[src/inc/irq_pkg.sv]
// constants shared by the interrupt acceptance block and its arbiter
// assumes levels 0..16 travel on five bits and the core mask on four
package irq_pkg;
   localparam int          LEVEL_W       = 5;
   localparam int          MASK_W        = 4;
   localparam logic [4:0]  LEVEL_OFF     = 5'h00;
   localparam logic [4:0]  LEVEL_NMI     = 5'h10;
   localparam logic [4:0]  LEVEL_FIXED   = 5'h0F;
   localparam logic [3:0]  MASK_ON_TOP   = 4'hF;
   localparam int          NUM_FIXED     = 3;
   localparam int          SRC_NMI       = 0;
   localparam int          SRC_BREAK     = 1;
   localparam int          SRC_DEBUG     = 2;
   localparam int          NUM_IRQ_DEF   = 8;
   localparam logic [3:0]  MASK_RESET    = 4'h0;

   typedef enum logic [2:0] {
      ST_IDLE  = 3'b001,
      ST_OFFER = 3'b010,
      ST_GAP   = 3'b100
   } offer_state_t;
endpackage

[src/inc/pick_if.sv]
// carries pending requests and their levels to the arbiter, and the winner back
// assumes N is at least two
`timescale 1ns/10ps
`default_nettype none
interface pick_if #(parameter int N = 11);
   localparam int IDX_W = $clog2(N);
   logic [N-1:0]                      req;
   logic [N-1:0][irq_pkg::LEVEL_W-1:0] level;
   logic                              found;
   logic [IDX_W-1:0]                  win_idx;
   logic [irq_pkg::LEVEL_W-1:0]        win_level;
   modport arbiter (input req, level, output found, win_idx, win_level);
   modport client  (output req, level, input found, win_idx, win_level);
endinterface
`default_nettype wire

[src/rtl/interrupt_source_priority.sv]
// interrupt acceptance: latches fixed sources, ranks all requests, offers one to the core
// assumes the core samples the offer on core_clk and answers with a one-cycle core_accept
`timescale 1ns/10ps
`default_nettype none
module interrupt_source_priority #(
   parameter int NUM_IRQ = irq_pkg::NUM_IRQ_DEF
) (
   input  wire logic                                      core_clk,
   input  wire logic                                      rst,
   input  wire logic                                      nmi_pin,
   input  wire logic                                      pin_edge_select,
   input  wire logic                                      break_match,
   input  wire logic                                      debug_irq_instr,
   input  wire logic [NUM_IRQ-1:0]                        irq_req,
   input  wire logic [NUM_IRQ-1:0][irq_pkg::LEVEL_W-1:0]  irq_level_cfg,
   input  wire logic [irq_pkg::MASK_W-1:0]                mask_level_field,
   input  wire logic                                      core_accept,
   output logic                                           exc_request,
   output logic [$clog2(NUM_IRQ+irq_pkg::NUM_FIXED)-1:0]  exc_source,
   output logic [irq_pkg::LEVEL_W-1:0]                    exc_level,
   output logic [irq_pkg::MASK_W-1:0]                     new_mask_level,
   output logic                                           nmi_pending,
   output logic                                           break_pending,
   output logic                                           debug_pending
);
   import irq_pkg::*;
   localparam int N     = NUM_IRQ + NUM_FIXED;
   localparam int IDX_W = $clog2(N);

   pick_if #(.N(N)) pick ();

   priority_pick #(.N(N)) u_pick (
      .p (pick)
   );

   // edge detectors: a primed flag keeps a level present at reset release from firing
   logic primed, next_primed;
   logic nmi_prev, next_nmi_prev;
   logic brk_prev, next_brk_prev;
   logic dbg_prev, next_dbg_prev;
   logic nmi_edge, brk_edge, dbg_edge;

   always_comb begin
      next_primed   = 1'b1;
      next_nmi_prev = nmi_pin;
      next_brk_prev = break_match;
      next_dbg_prev = debug_irq_instr;
   end

   always_ff @(posedge core_clk or posedge rst) begin
      if (rst) begin
         primed   <= 1'b0;
         nmi_prev <= 1'b0;
         brk_prev <= 1'b0;
         dbg_prev <= 1'b0;
      end else begin
         primed   <= next_primed;
         nmi_prev <= next_nmi_prev;
         brk_prev <= next_brk_prev;
         dbg_prev <= next_dbg_prev;
      end
   end

   always_comb begin
      if (pin_edge_select) begin
         nmi_edge = primed && nmi_pin && !nmi_prev;
      end else begin
         nmi_edge = primed && !nmi_pin && nmi_prev;
      end
      brk_edge = primed && break_match && !brk_prev;
      dbg_edge = primed && debug_irq_instr && !dbg_prev;
   end

   // offer handshake
   offer_state_t        state, next_state;
   logic                take;
   logic [IDX_W-1:0]    next_source;
   logic [LEVEL_W-1:0]  next_level;
   logic [MASK_W-1:0]   next_mask;

   assign take = core_accept && (state == ST_OFFER);

   // latched fixed sources: a new edge in the accept cycle wins over the clear
   logic next_nmi_pend, next_brk_pend, next_dbg_pend;

   always_comb begin
      next_nmi_pend = nmi_pending;
      next_brk_pend = break_pending;
      next_dbg_pend = debug_pending;
      if (take && exc_source == IDX_W'(SRC_NMI)) begin
         next_nmi_pend = 1'b0;
      end
      if (take && exc_source == IDX_W'(SRC_BREAK)) begin
         next_brk_pend = 1'b0;
      end
      if (take && exc_source == IDX_W'(SRC_DEBUG)) begin
         next_dbg_pend = 1'b0;
      end
      if (nmi_edge) begin
         next_nmi_pend = 1'b1;
      end
      if (brk_edge) begin
         next_brk_pend = 1'b1;
      end
      if (dbg_edge) begin
         next_dbg_pend = 1'b1;
      end
   end

   always_ff @(posedge core_clk or posedge rst) begin
      if (rst) begin
         nmi_pending   <= 1'b0;
         break_pending <= 1'b0;
         debug_pending <= 1'b0;
      end else begin
         nmi_pending   <= next_nmi_pend;
         break_pending <= next_brk_pend;
         debug_pending <= next_dbg_pend;
      end
   end

   // per-source eligibility against the current mask
   logic [N-1:0]              src_pend;
   logic [N-1:0][LEVEL_W-1:0] src_level;

   assign src_pend[SRC_NMI]    = nmi_pending;
   assign src_pend[SRC_BREAK]  = break_pending;
   assign src_pend[SRC_DEBUG]  = debug_pending;
   assign src_level[SRC_NMI]   = LEVEL_NMI;
   assign src_level[SRC_BREAK] = LEVEL_FIXED;
   assign src_level[SRC_DEBUG] = LEVEL_FIXED;

   genvar g;
   generate
      for (g = 0; g < NUM_IRQ; g++) begin : g_irq
         assign src_pend[NUM_FIXED+g]  = irq_req[g];
         assign src_level[NUM_FIXED+g] = irq_level_cfg[g];
      end
      for (g = 0; g < N; g++) begin : g_elig
         // level 16 passes any mask; level 0 never passes
         assign pick.req[g] = src_pend[g] && (src_level[g] != LEVEL_OFF) &&
                              ((src_level[g] >= LEVEL_NMI) ||
                               (src_level[g] > {1'b0, mask_level_field}));
      end
   endgenerate
   assign pick.level = src_level;

   always_comb begin
      next_state  = state;
      next_source = exc_source;
      next_level  = exc_level;
      next_mask   = new_mask_level;
      case (state)
         ST_IDLE, ST_OFFER: begin
            if (take) begin
               // two quiet cycles, ST_GAP then ST_IDLE, let the cleared pending bit settle before a new offer
               next_state = ST_GAP;
            end else if (pick.found) begin
               next_state  = ST_OFFER;
               next_source = pick.win_idx;
               next_level  = pick.win_level;
               if (pick.win_level >= LEVEL_NMI) begin
                  next_mask = MASK_ON_TOP;
               end else begin
                  next_mask = pick.win_level[MASK_W-1:0];
               end
            end else begin
               next_state = ST_IDLE;
            end
         end
         ST_GAP: begin
            next_state = ST_IDLE;
         end
         default: begin
            next_state = ST_IDLE;
         end
      endcase
   end

   always_ff @(posedge core_clk or posedge rst) begin
      if (rst) begin
         state          <= ST_IDLE;
         exc_source     <= '0;
         exc_level      <= LEVEL_OFF;
         new_mask_level <= MASK_RESET;
      end else begin
         state          <= next_state;
         exc_source     <= next_source;
         exc_level      <= next_level;
         new_mask_level <= next_mask;
      end
   end

   assign exc_request = (state == ST_OFFER);

   // checks
   AST_LEVEL_RANGE: assert property (@(posedge core_clk) disable iff (rst)
      exc_request |-> exc_level <= LEVEL_NMI)
      else $error("offered level above 16");

   AST_ZERO_NEVER: assert property (@(posedge core_clk) disable iff (rst)
      exc_request |-> exc_level != LEVEL_OFF)
      else $error("level zero offered");

   AST_NMI_ALWAYS: assert property (@(posedge core_clk) disable iff (rst)
      (nmi_pending && state == ST_IDLE) |=> (exc_request && exc_source == IDX_W'(SRC_NMI) &&
                                            exc_level == LEVEL_NMI))
      else $error("pending pin interrupt not offered next cycle");

   AST_NMI_EDGE: assert property (@(posedge core_clk) disable iff (rst)
      ($past(primed) && primed && (pin_edge_select ? $rose(nmi_pin) : $fell(nmi_pin)))
      |=> nmi_pending)
      else $error("selected pin edge not latched");

   AST_NMI_MASK: assert property (@(posedge core_clk) disable iff (rst)
      (exc_request && exc_source == IDX_W'(SRC_NMI)) |-> new_mask_level == MASK_ON_TOP)
      else $error("pin interrupt mask not 15");

   AST_BREAK_OFFER: assert property (@(posedge core_clk) disable iff (rst)
      (exc_request && exc_source == IDX_W'(SRC_BREAK)) |->
      (exc_level == LEVEL_FIXED && new_mask_level == MASK_ON_TOP))
      else $error("break offer level or mask wrong");

   AST_DEBUG_OFFER: assert property (@(posedge core_clk) disable iff (rst)
      (exc_request && exc_source == IDX_W'(SRC_DEBUG)) |->
      (exc_level == LEVEL_FIXED && new_mask_level == MASK_ON_TOP))
      else $error("debug offer level or mask wrong");

   AST_DEBUG_HOLD: assert property (@(posedge core_clk) disable iff (rst)
      (debug_pending && !(take && exc_source == IDX_W'(SRC_DEBUG))) |=> debug_pending)
      else $error("debug request lost before acceptance");

   AST_ABOVE_MASK: assert property (@(posedge core_clk) disable iff (rst)
      (exc_request && exc_level != LEVEL_NMI) |-> exc_level > {1'b0, $past(mask_level_field)})
      else $error("offer not above mask");

   AST_GAP_AFTER_TAKE: assert property (@(posedge core_clk) disable iff (rst)
      take |=> !exc_request ##1 (state == ST_IDLE))
      else $error("no quiet cycle after acceptance");

   // latched flags: clear on acceptance unless a fresh edge lands in the same cycle
   AST_NMI_CLEAR: assert property (@(posedge core_clk) disable iff (rst)
      (take && exc_source == IDX_W'(SRC_NMI) && !nmi_edge)
      |=> !nmi_pending)
      else $error("pin interrupt still pending after acceptance");

   AST_BREAK_EDGE: assert property (@(posedge core_clk) disable iff (rst)
      ($past(primed) && primed && $rose(break_match))
      |=> break_pending)
      else $error("break match edge not latched");

   AST_BREAK_CLEAR: assert property (@(posedge core_clk) disable iff (rst)
      (take && exc_source == IDX_W'(SRC_BREAK) && !brk_edge)
      |=> !break_pending)
      else $error("break request still pending after acceptance");

   AST_DEBUG_EDGE: assert property (@(posedge core_clk) disable iff (rst)
      ($past(primed) && primed && $rose(debug_irq_instr))
      |=> debug_pending)
      else $error("debug instruction edge not latched");

   AST_DEBUG_CLEAR: assert property (@(posedge core_clk) disable iff (rst)
      (take && exc_source == IDX_W'(SRC_DEBUG) && !dbg_edge)
      |=> !debug_pending)
      else $error("debug request still pending after acceptance");

   // a level already standing when reset lets go must not look like an edge
   AST_UNPRIMED_QUIET: assert property (@(posedge core_clk) disable iff (rst)
      !primed
      |=> !(nmi_pending || break_pending || debug_pending))
      else $error("edge latched before detectors were armed");

   AST_MASK_FOLLOWS: assert property (@(posedge core_clk) disable iff (rst)
      (exc_request && exc_level < LEVEL_NMI)
      |-> new_mask_level == exc_level[MASK_W-1:0])
      else $error("mask to load differs from offered level");

   // the offer was ranked one cycle earlier, so rank order is judged against that cycle
   AST_NMI_FIRST: assert property (@(posedge core_clk) disable iff (rst)
      (exc_request && exc_source != IDX_W'(SRC_NMI))
      |-> !$past(nmi_pending))
      else $error("lower source offered while pin interrupt pending");

   AST_FIXED_FIRST: assert property (@(posedge core_clk) disable iff (rst)
      (exc_request && exc_level < LEVEL_FIXED)
      |-> (!$past(break_pending) && !$past(debug_pending)))
      else $error("lower level offered while a level 15 source pending");

   COV_NMI_TAKEN: cover property (@(posedge core_clk) disable iff (rst)
      take && exc_source == IDX_W'(SRC_NMI));
   COV_BREAK_TAKEN: cover property (@(posedge core_clk) disable iff (rst)
      take && exc_source == IDX_W'(SRC_BREAK));
   COV_DEBUG_TAKEN: cover property (@(posedge core_clk) disable iff (rst)
      take && exc_source == IDX_W'(SRC_DEBUG));
   COV_IRQ_TAKEN: cover property (@(posedge core_clk) disable iff (rst)
      take && exc_source >= IDX_W'(NUM_FIXED));
   COV_REOFFER: cover property (@(posedge core_clk) disable iff (rst)
      take ##3 exc_request);
endmodule // interrupt_source_priority
`default_nettype wire

[src/rtl/priority_pick.sv]
// combinational arbiter: highest level among eligible requests
// assumes the client only raises req for requests that may be taken
`timescale 1ns/10ps
`default_nettype none
module priority_pick #(
   parameter int N = 11
) (
   pick_if.arbiter p
);
   import irq_pkg::*;
   localparam int IDX_W = $clog2(N);

   logic               best_found;
   logic [IDX_W-1:0]   best_idx;
   logic [LEVEL_W-1:0] best_level;

   // scan downward so that on a tie the lowest index wins
   always_comb begin
      best_found = 1'b0;
      best_idx   = '0;
      best_level = LEVEL_OFF;
      for (int i = N - 1; i >= 0; i--) begin
         if (p.req[i] && (!best_found || p.level[i] >= best_level)) begin
            best_found = 1'b1;
            best_idx   = IDX_W'(i);
            best_level = p.level[i];
         end
      end
   end

   assign p.found     = best_found;
   assign p.win_idx   = best_idx;
   assign p.win_level = best_level;
endmodule // priority_pick
`default_nettype wire

[config.mk]
export PLATFORM = sky130hd
export DESIGN_NAME = interrupt_source_priority
export DESIGN_NICKNAME = d
export VERILOG_FILES = /design/src/inc/irq_pkg.sv /design/src/inc/pick_if.sv /design/src/rtl/interrupt_source_priority.sv /design/src/rtl/priority_pick.sv
export SDC_FILE = /design/constraint.sdc
export NUM_CORES = 1
export LEC_CHECK = 0
export BUFFER_PORTS_ARGS = -buffer_cell sky130_fd_sc_hd__buf_2
export CORE_UTILIZATION = 45
export DETAILED_ROUTE_END_ITERATION = 10
export GPL_ROUTABILITY_DRIVEN = 0
export GPL_TIMING_DRIVEN = 1
export PLACE_DENSITY = 0.69
export SLEW_MARGIN = 40
export SYNTH_ARGS = -nofsm -noshare
export SYNTH_HDL_FRONTEND = slang
export SYNTH_HIERARCHICAL = 1
export SYNTH_SLANG_ARGS = --single-unit
export TNS_END_PERCENT = 5
[constraint.sdc]
create_clock -name core_clk -period 4 [get_ports core_clk]
set_input_delay 0.4 -clock core_clk [delete_from_list [all_inputs] [get_ports core_clk]]
set_output_delay 0.4 -clock core_clk [all_outputs]
set_load 0.01 [all_outputs]
==> summary.md <==
| Metric | Value |
|---|---|
| Outcome | `finished with violations` |
| Failing checks | `negative setup slack` |
| RSZ-0062 raised after global routing | `yes` |
| Worst r2r path cells | `22` |
| Crit path time final | `14.81 ns` |
| Core Box Area | `0.00924 sq mm` |
| 1st-pass router iterations | `5` |
| CP max stage cell | `or4_4` |
| Final nets | `981` |
| Share of cells above drive strength 1 | `49.5%` |
| Final hold violations | `0` |
| Die span in x | `99.8 um` |
| FF-to-FF setup slack | `-0.08 ns` |
| Worst-case clock buffer depth | `2` |
| Multiplexer share of the synthesized area | `3.75%` |
| Congestion Overflow GR | `0` |
| Synth Area in Adders | `22.7%` |
| Top_reg_cell synth | `dfrtp_1` |
| Yosys warnings | `6` |
| Pwr Density | `594 mW/mm^2` |
| Maxcap violations | `0` |
| Critical R2R Launch | `debug_pending` |
| First-pass GRT wire length | `25200 um` |
| Post-route DRC | `0` |
| Layout Area Growth over Synthesis | `65.8%` |
| Hold buffers post-CTS | `0` |
| Antenna-violating nets left | `0` |
| Initial Utilization | `46.6%` |
| WS Path Type | `primary input to register` |
| Worst hold slack | `0.150 ns` |
| Total die area | `0.00995 sq mm` |
| Main combinational cell family by area after synthesis | `compound AO/OA/AOI/OAI gates` |
| Commonest non-fill, non-tap cell in the layout | `buf_4` |
| Final setup viols | `15` |
| Drt wl/cell | `16.1 um` |
| Reg clk slew, reported paths | `0.08 ns` |
| Vias per cell | `5.55` |
| Hold WC Path Type | `primary input to asynchronous set/reset pin` |
| Sw Ratio | `43.4%` |
| Critical path arrival | `14.96 ns` |
| Rows | `35` |
| Vias in the first global route | `5578` |
| H-tree Lvls | `1` |
| Post-synth EDFFs | `0` |
| Total negative slack | `-139.65 ns` |
| Xor/xnor share of the synthesized area | `0%` |
| Clock share of power | `3.3%` |
| ANT cells | `0` |
| Fmax | `67.5 MHz` |
| Compound-Gate Fraction of Synth Area | `33.0%` |
| Tcrit/Tclk final | `370%` |
| CTS tree | `yes` |
| Final Max Tran Viols | `0` |
| Post-Synthesis Cells | `526` |
| Num CTS Buffers | `3` |
| CP required | `4.15 ns` |
| Top cell family by delay on the critical path | `compound AO/OA/AOI/OAI gates` |
| Unique cell type count in the Yosys netlist | `80` |
| CP Capture Type | `register` |
| Clock Skew | `0.00280 ns` |
| Post-synth ARST share | `100%` |
| Commonest non-fill, non-tap cells in the layout | `211 x buf_4, 72 x buf_2, 66 x ha_1` |
| Comb pwr share | `87.1%` |
| Syn Area/Cell | `8.18 sq um` |
| Worst setup SP type | `primary input` |
| Static Leak | `3.57 nW` |
| Worst vdd ir | `0.000357 V` |
| Final setup margin | `-10.81 ns` |
| Worst path max stage delay | `0.54 ns` |
| Net Switching | `1.84 mW` |
| Sequential power share | `9.5%` |
| Worst r2r dst | `exc_level[0]` |
| Number of synthesized register bits | `23` |
| Crit path launch | `mask_level_field[1]` |
| Root buffer selected by CTS | `clkbuf_8` |
| Fillers | `624` |
| Starting DRT DRC Count | `260` |
| Netlist Area Pre-Place | `0.00430 sq mm` |
| IO Pins | `76` |
| Sequential area share after synthesis | `13.4%` |
| DP Wirelength | `12100 um` |
| Via count | `5396` |
| Simple-gate share of the synthesized area | `21.3%` |
| Slew @ Worst Pin | `0.644 ns` |
| Routed Wire Length | `15700 um` |
| Worst Setup EP | `exc_level[2]` |
| Clock Sinks | `23` |
| Gr usage total | `31.2%` |
| Cell Int Power | `2.40 mW` |
| Pin count of the biggest net entering global routing | `24` |
| Die Height | `99.8 um` |
| Initial antenna violation count | `0` |
| Crit. path cell count | `82` |
| Skew-Pair Late Insertion Delay | `0.26 ns` |
| CP Max Fanout | `14` |
| WP buf/inv | `9` |
| CP most frequent cell | `a21o_1` |
| Max-slew headroom | `56.6%` |
| Port bufs | `75` |
[timing repair]
item                                    CTS  global route
endpoints found under the setup margin   15            15
resized for setup                        57             9
pin swaps                                52            10
buffers inserted                         34             5
[through the flow]
step	area, sq um	setup slack [ns]	util (%)	cells	total power [mW]
2_1_floorplan	4750	-10.64	-	559	2.36
3_3_place_gp	6520	-11.05	70.6	930	3.40
3_5_place_dp	6520	-11.64	70.6	930	3.53
4_1_cts	7050	-10.33	76.3	967	4.10
5_1_grt	7130	-11.44	77.2	972	4.57
6_report	7130	-10.81	77.2	972	4.23
[final cells by class]
type	instances	area (sq um)	area share (%)
Sequential cell	23	577	8.09
Timing Repair Buffer	292	2060	28.9
Clock buffer	4	45.0	0.632
Inverter	42	161	2.26
Tap cell	129	161	2.26
Multi-Input combinational cell	482	4130	57.9
[worst min path at each step]
| stage | from | slack [ns] | endpoint | cells past startpoint |
|---|---|---|---|---|
| 2_1_floorplan | rst | 0.40 | break_pending | 1 |
| 3_3_place_gp | brk_prev | 0.42 | break_pending | 1 |
| 3_5_place_dp | brk_prev | 0.43 | break_pending | 1 |
| 4_1_cts | break_match | 0.26 | brk_prev | 1 |
| 5_1_grt | rst | 0.18 | new_mask_level[2] | 2 |
| 6_report | rst | 0.15 | new_mask_level[1] | 2 |
[worst register-to-register path, cell delays in order, from the launching register on]
cell and delay [ns]:
dfrtp_1 0.37, and2_1 0.22, o31ai_4 0.11, buf_6 0.14, a31oi_4 0.17, inv_1 0.06, ha_2 0.30, a21o_1 0.12
a21oi_2 0.07, nor2b_4 0.12, o31ai_4 0.10, buf_4 0.15, buf_6 0.13, mux2i_1 0.12, ha_1 0.27, a21o_1 0.19
a21oi_2 0.14, nor2b_2 0.07, o31ai_4 0.32, nand2_2 0.13, buf_4 0.15, o221a_1 0.23, mux2_2 0.26
[per-layer routing]
metal | wire (um) | track usage [%] | vias up
met5 | 0 | 0 | -
met4 | 686 | 14.5 | 0
met1 | 6120 | 33.1 | 2567
met3 | 542 | 2.30 | 56
met2 | 8340 | 61.8 | 158
li1 | - | - | 2615
[power groups by stage]
stage / sequential, mW / combinational, mW / clock [mW]
2_1_floorplan: 0.427 / 1.93 / 0
3_3_place_gp: 0.401 / 3.00 / 0
3_5_place_dp: 0.408 / 3.13 / 0
4_1_cts: 0.404 / 3.56 / 0.143
5_1_grt: 0.415 / 4.00 / 0.152
6_report: 0.404 / 3.69 / 0.141
[state kept, by name, indices dropped and copies added, names as in the netlist, 3 cells and up]
register and count:
state 3, exc_level 5, new_mask_level 4, exc_source 4
[cell families (layout without fill, tap and decap cells)]
kind of cell | after synthesis | in the layout
compound gates | 188 | 188
simple gates | 167 | 167
fa+ha+maj | 78 | 78
buf+inv | 54 | 338
flops | 23 | 23
mux | 14 | 14
other cells | 2 | 35
[cells in the mapped netlist (4+ instances only)]
| cell type | count | share of area [%] |
|---|---|---|
| inv_1 | 42 | 3.7 |
| a211o_1 | 6 | 1.2 |
| o21a_1 | 7 | 1.2 |
| a31oi_1 | 8 | 1.2 |
| nand4_1 | 10 | 1.5 |
| buf_6 | 5 | 1.3 |
| and2_1 | 17 | 2.5 |
| a211oi_1 | 9 | 1.6 |
| o21ai_0 | 26 | 3.0 |
| nand3_1 | 7 | 0.81 |
| or3_1 | 8 | 1.2 |
| mux2_2 | 9 | 2.4 |
| dfrtp_1 | 22 | 13 |
| o211ai_1 | 12 | 2.1 |
| nor3_1 | 10 | 1.2 |
| a21o_1 | 18 | 3.1 |
| nand2_1 | 42 | 3.7 |
| ha_1 | 78 | 23 |
| a21oi_1 | 32 | 3.7 |
| nand2b_1 | 12 | 1.7 |
| o41ai_1 | 4 | 0.81 |
| nor2_1 | 25 | 2.2 |
| nor4_1 | 4 | 0.58 |
| buf_2 | 4 | 0.47 |
| o21ai_1 | 4 | 0.47 |
| nor2b_1 | 13 | 1.9 |
| o31ai_1 | 4 | 0.70 |
(Power assumes the default switching activity.)
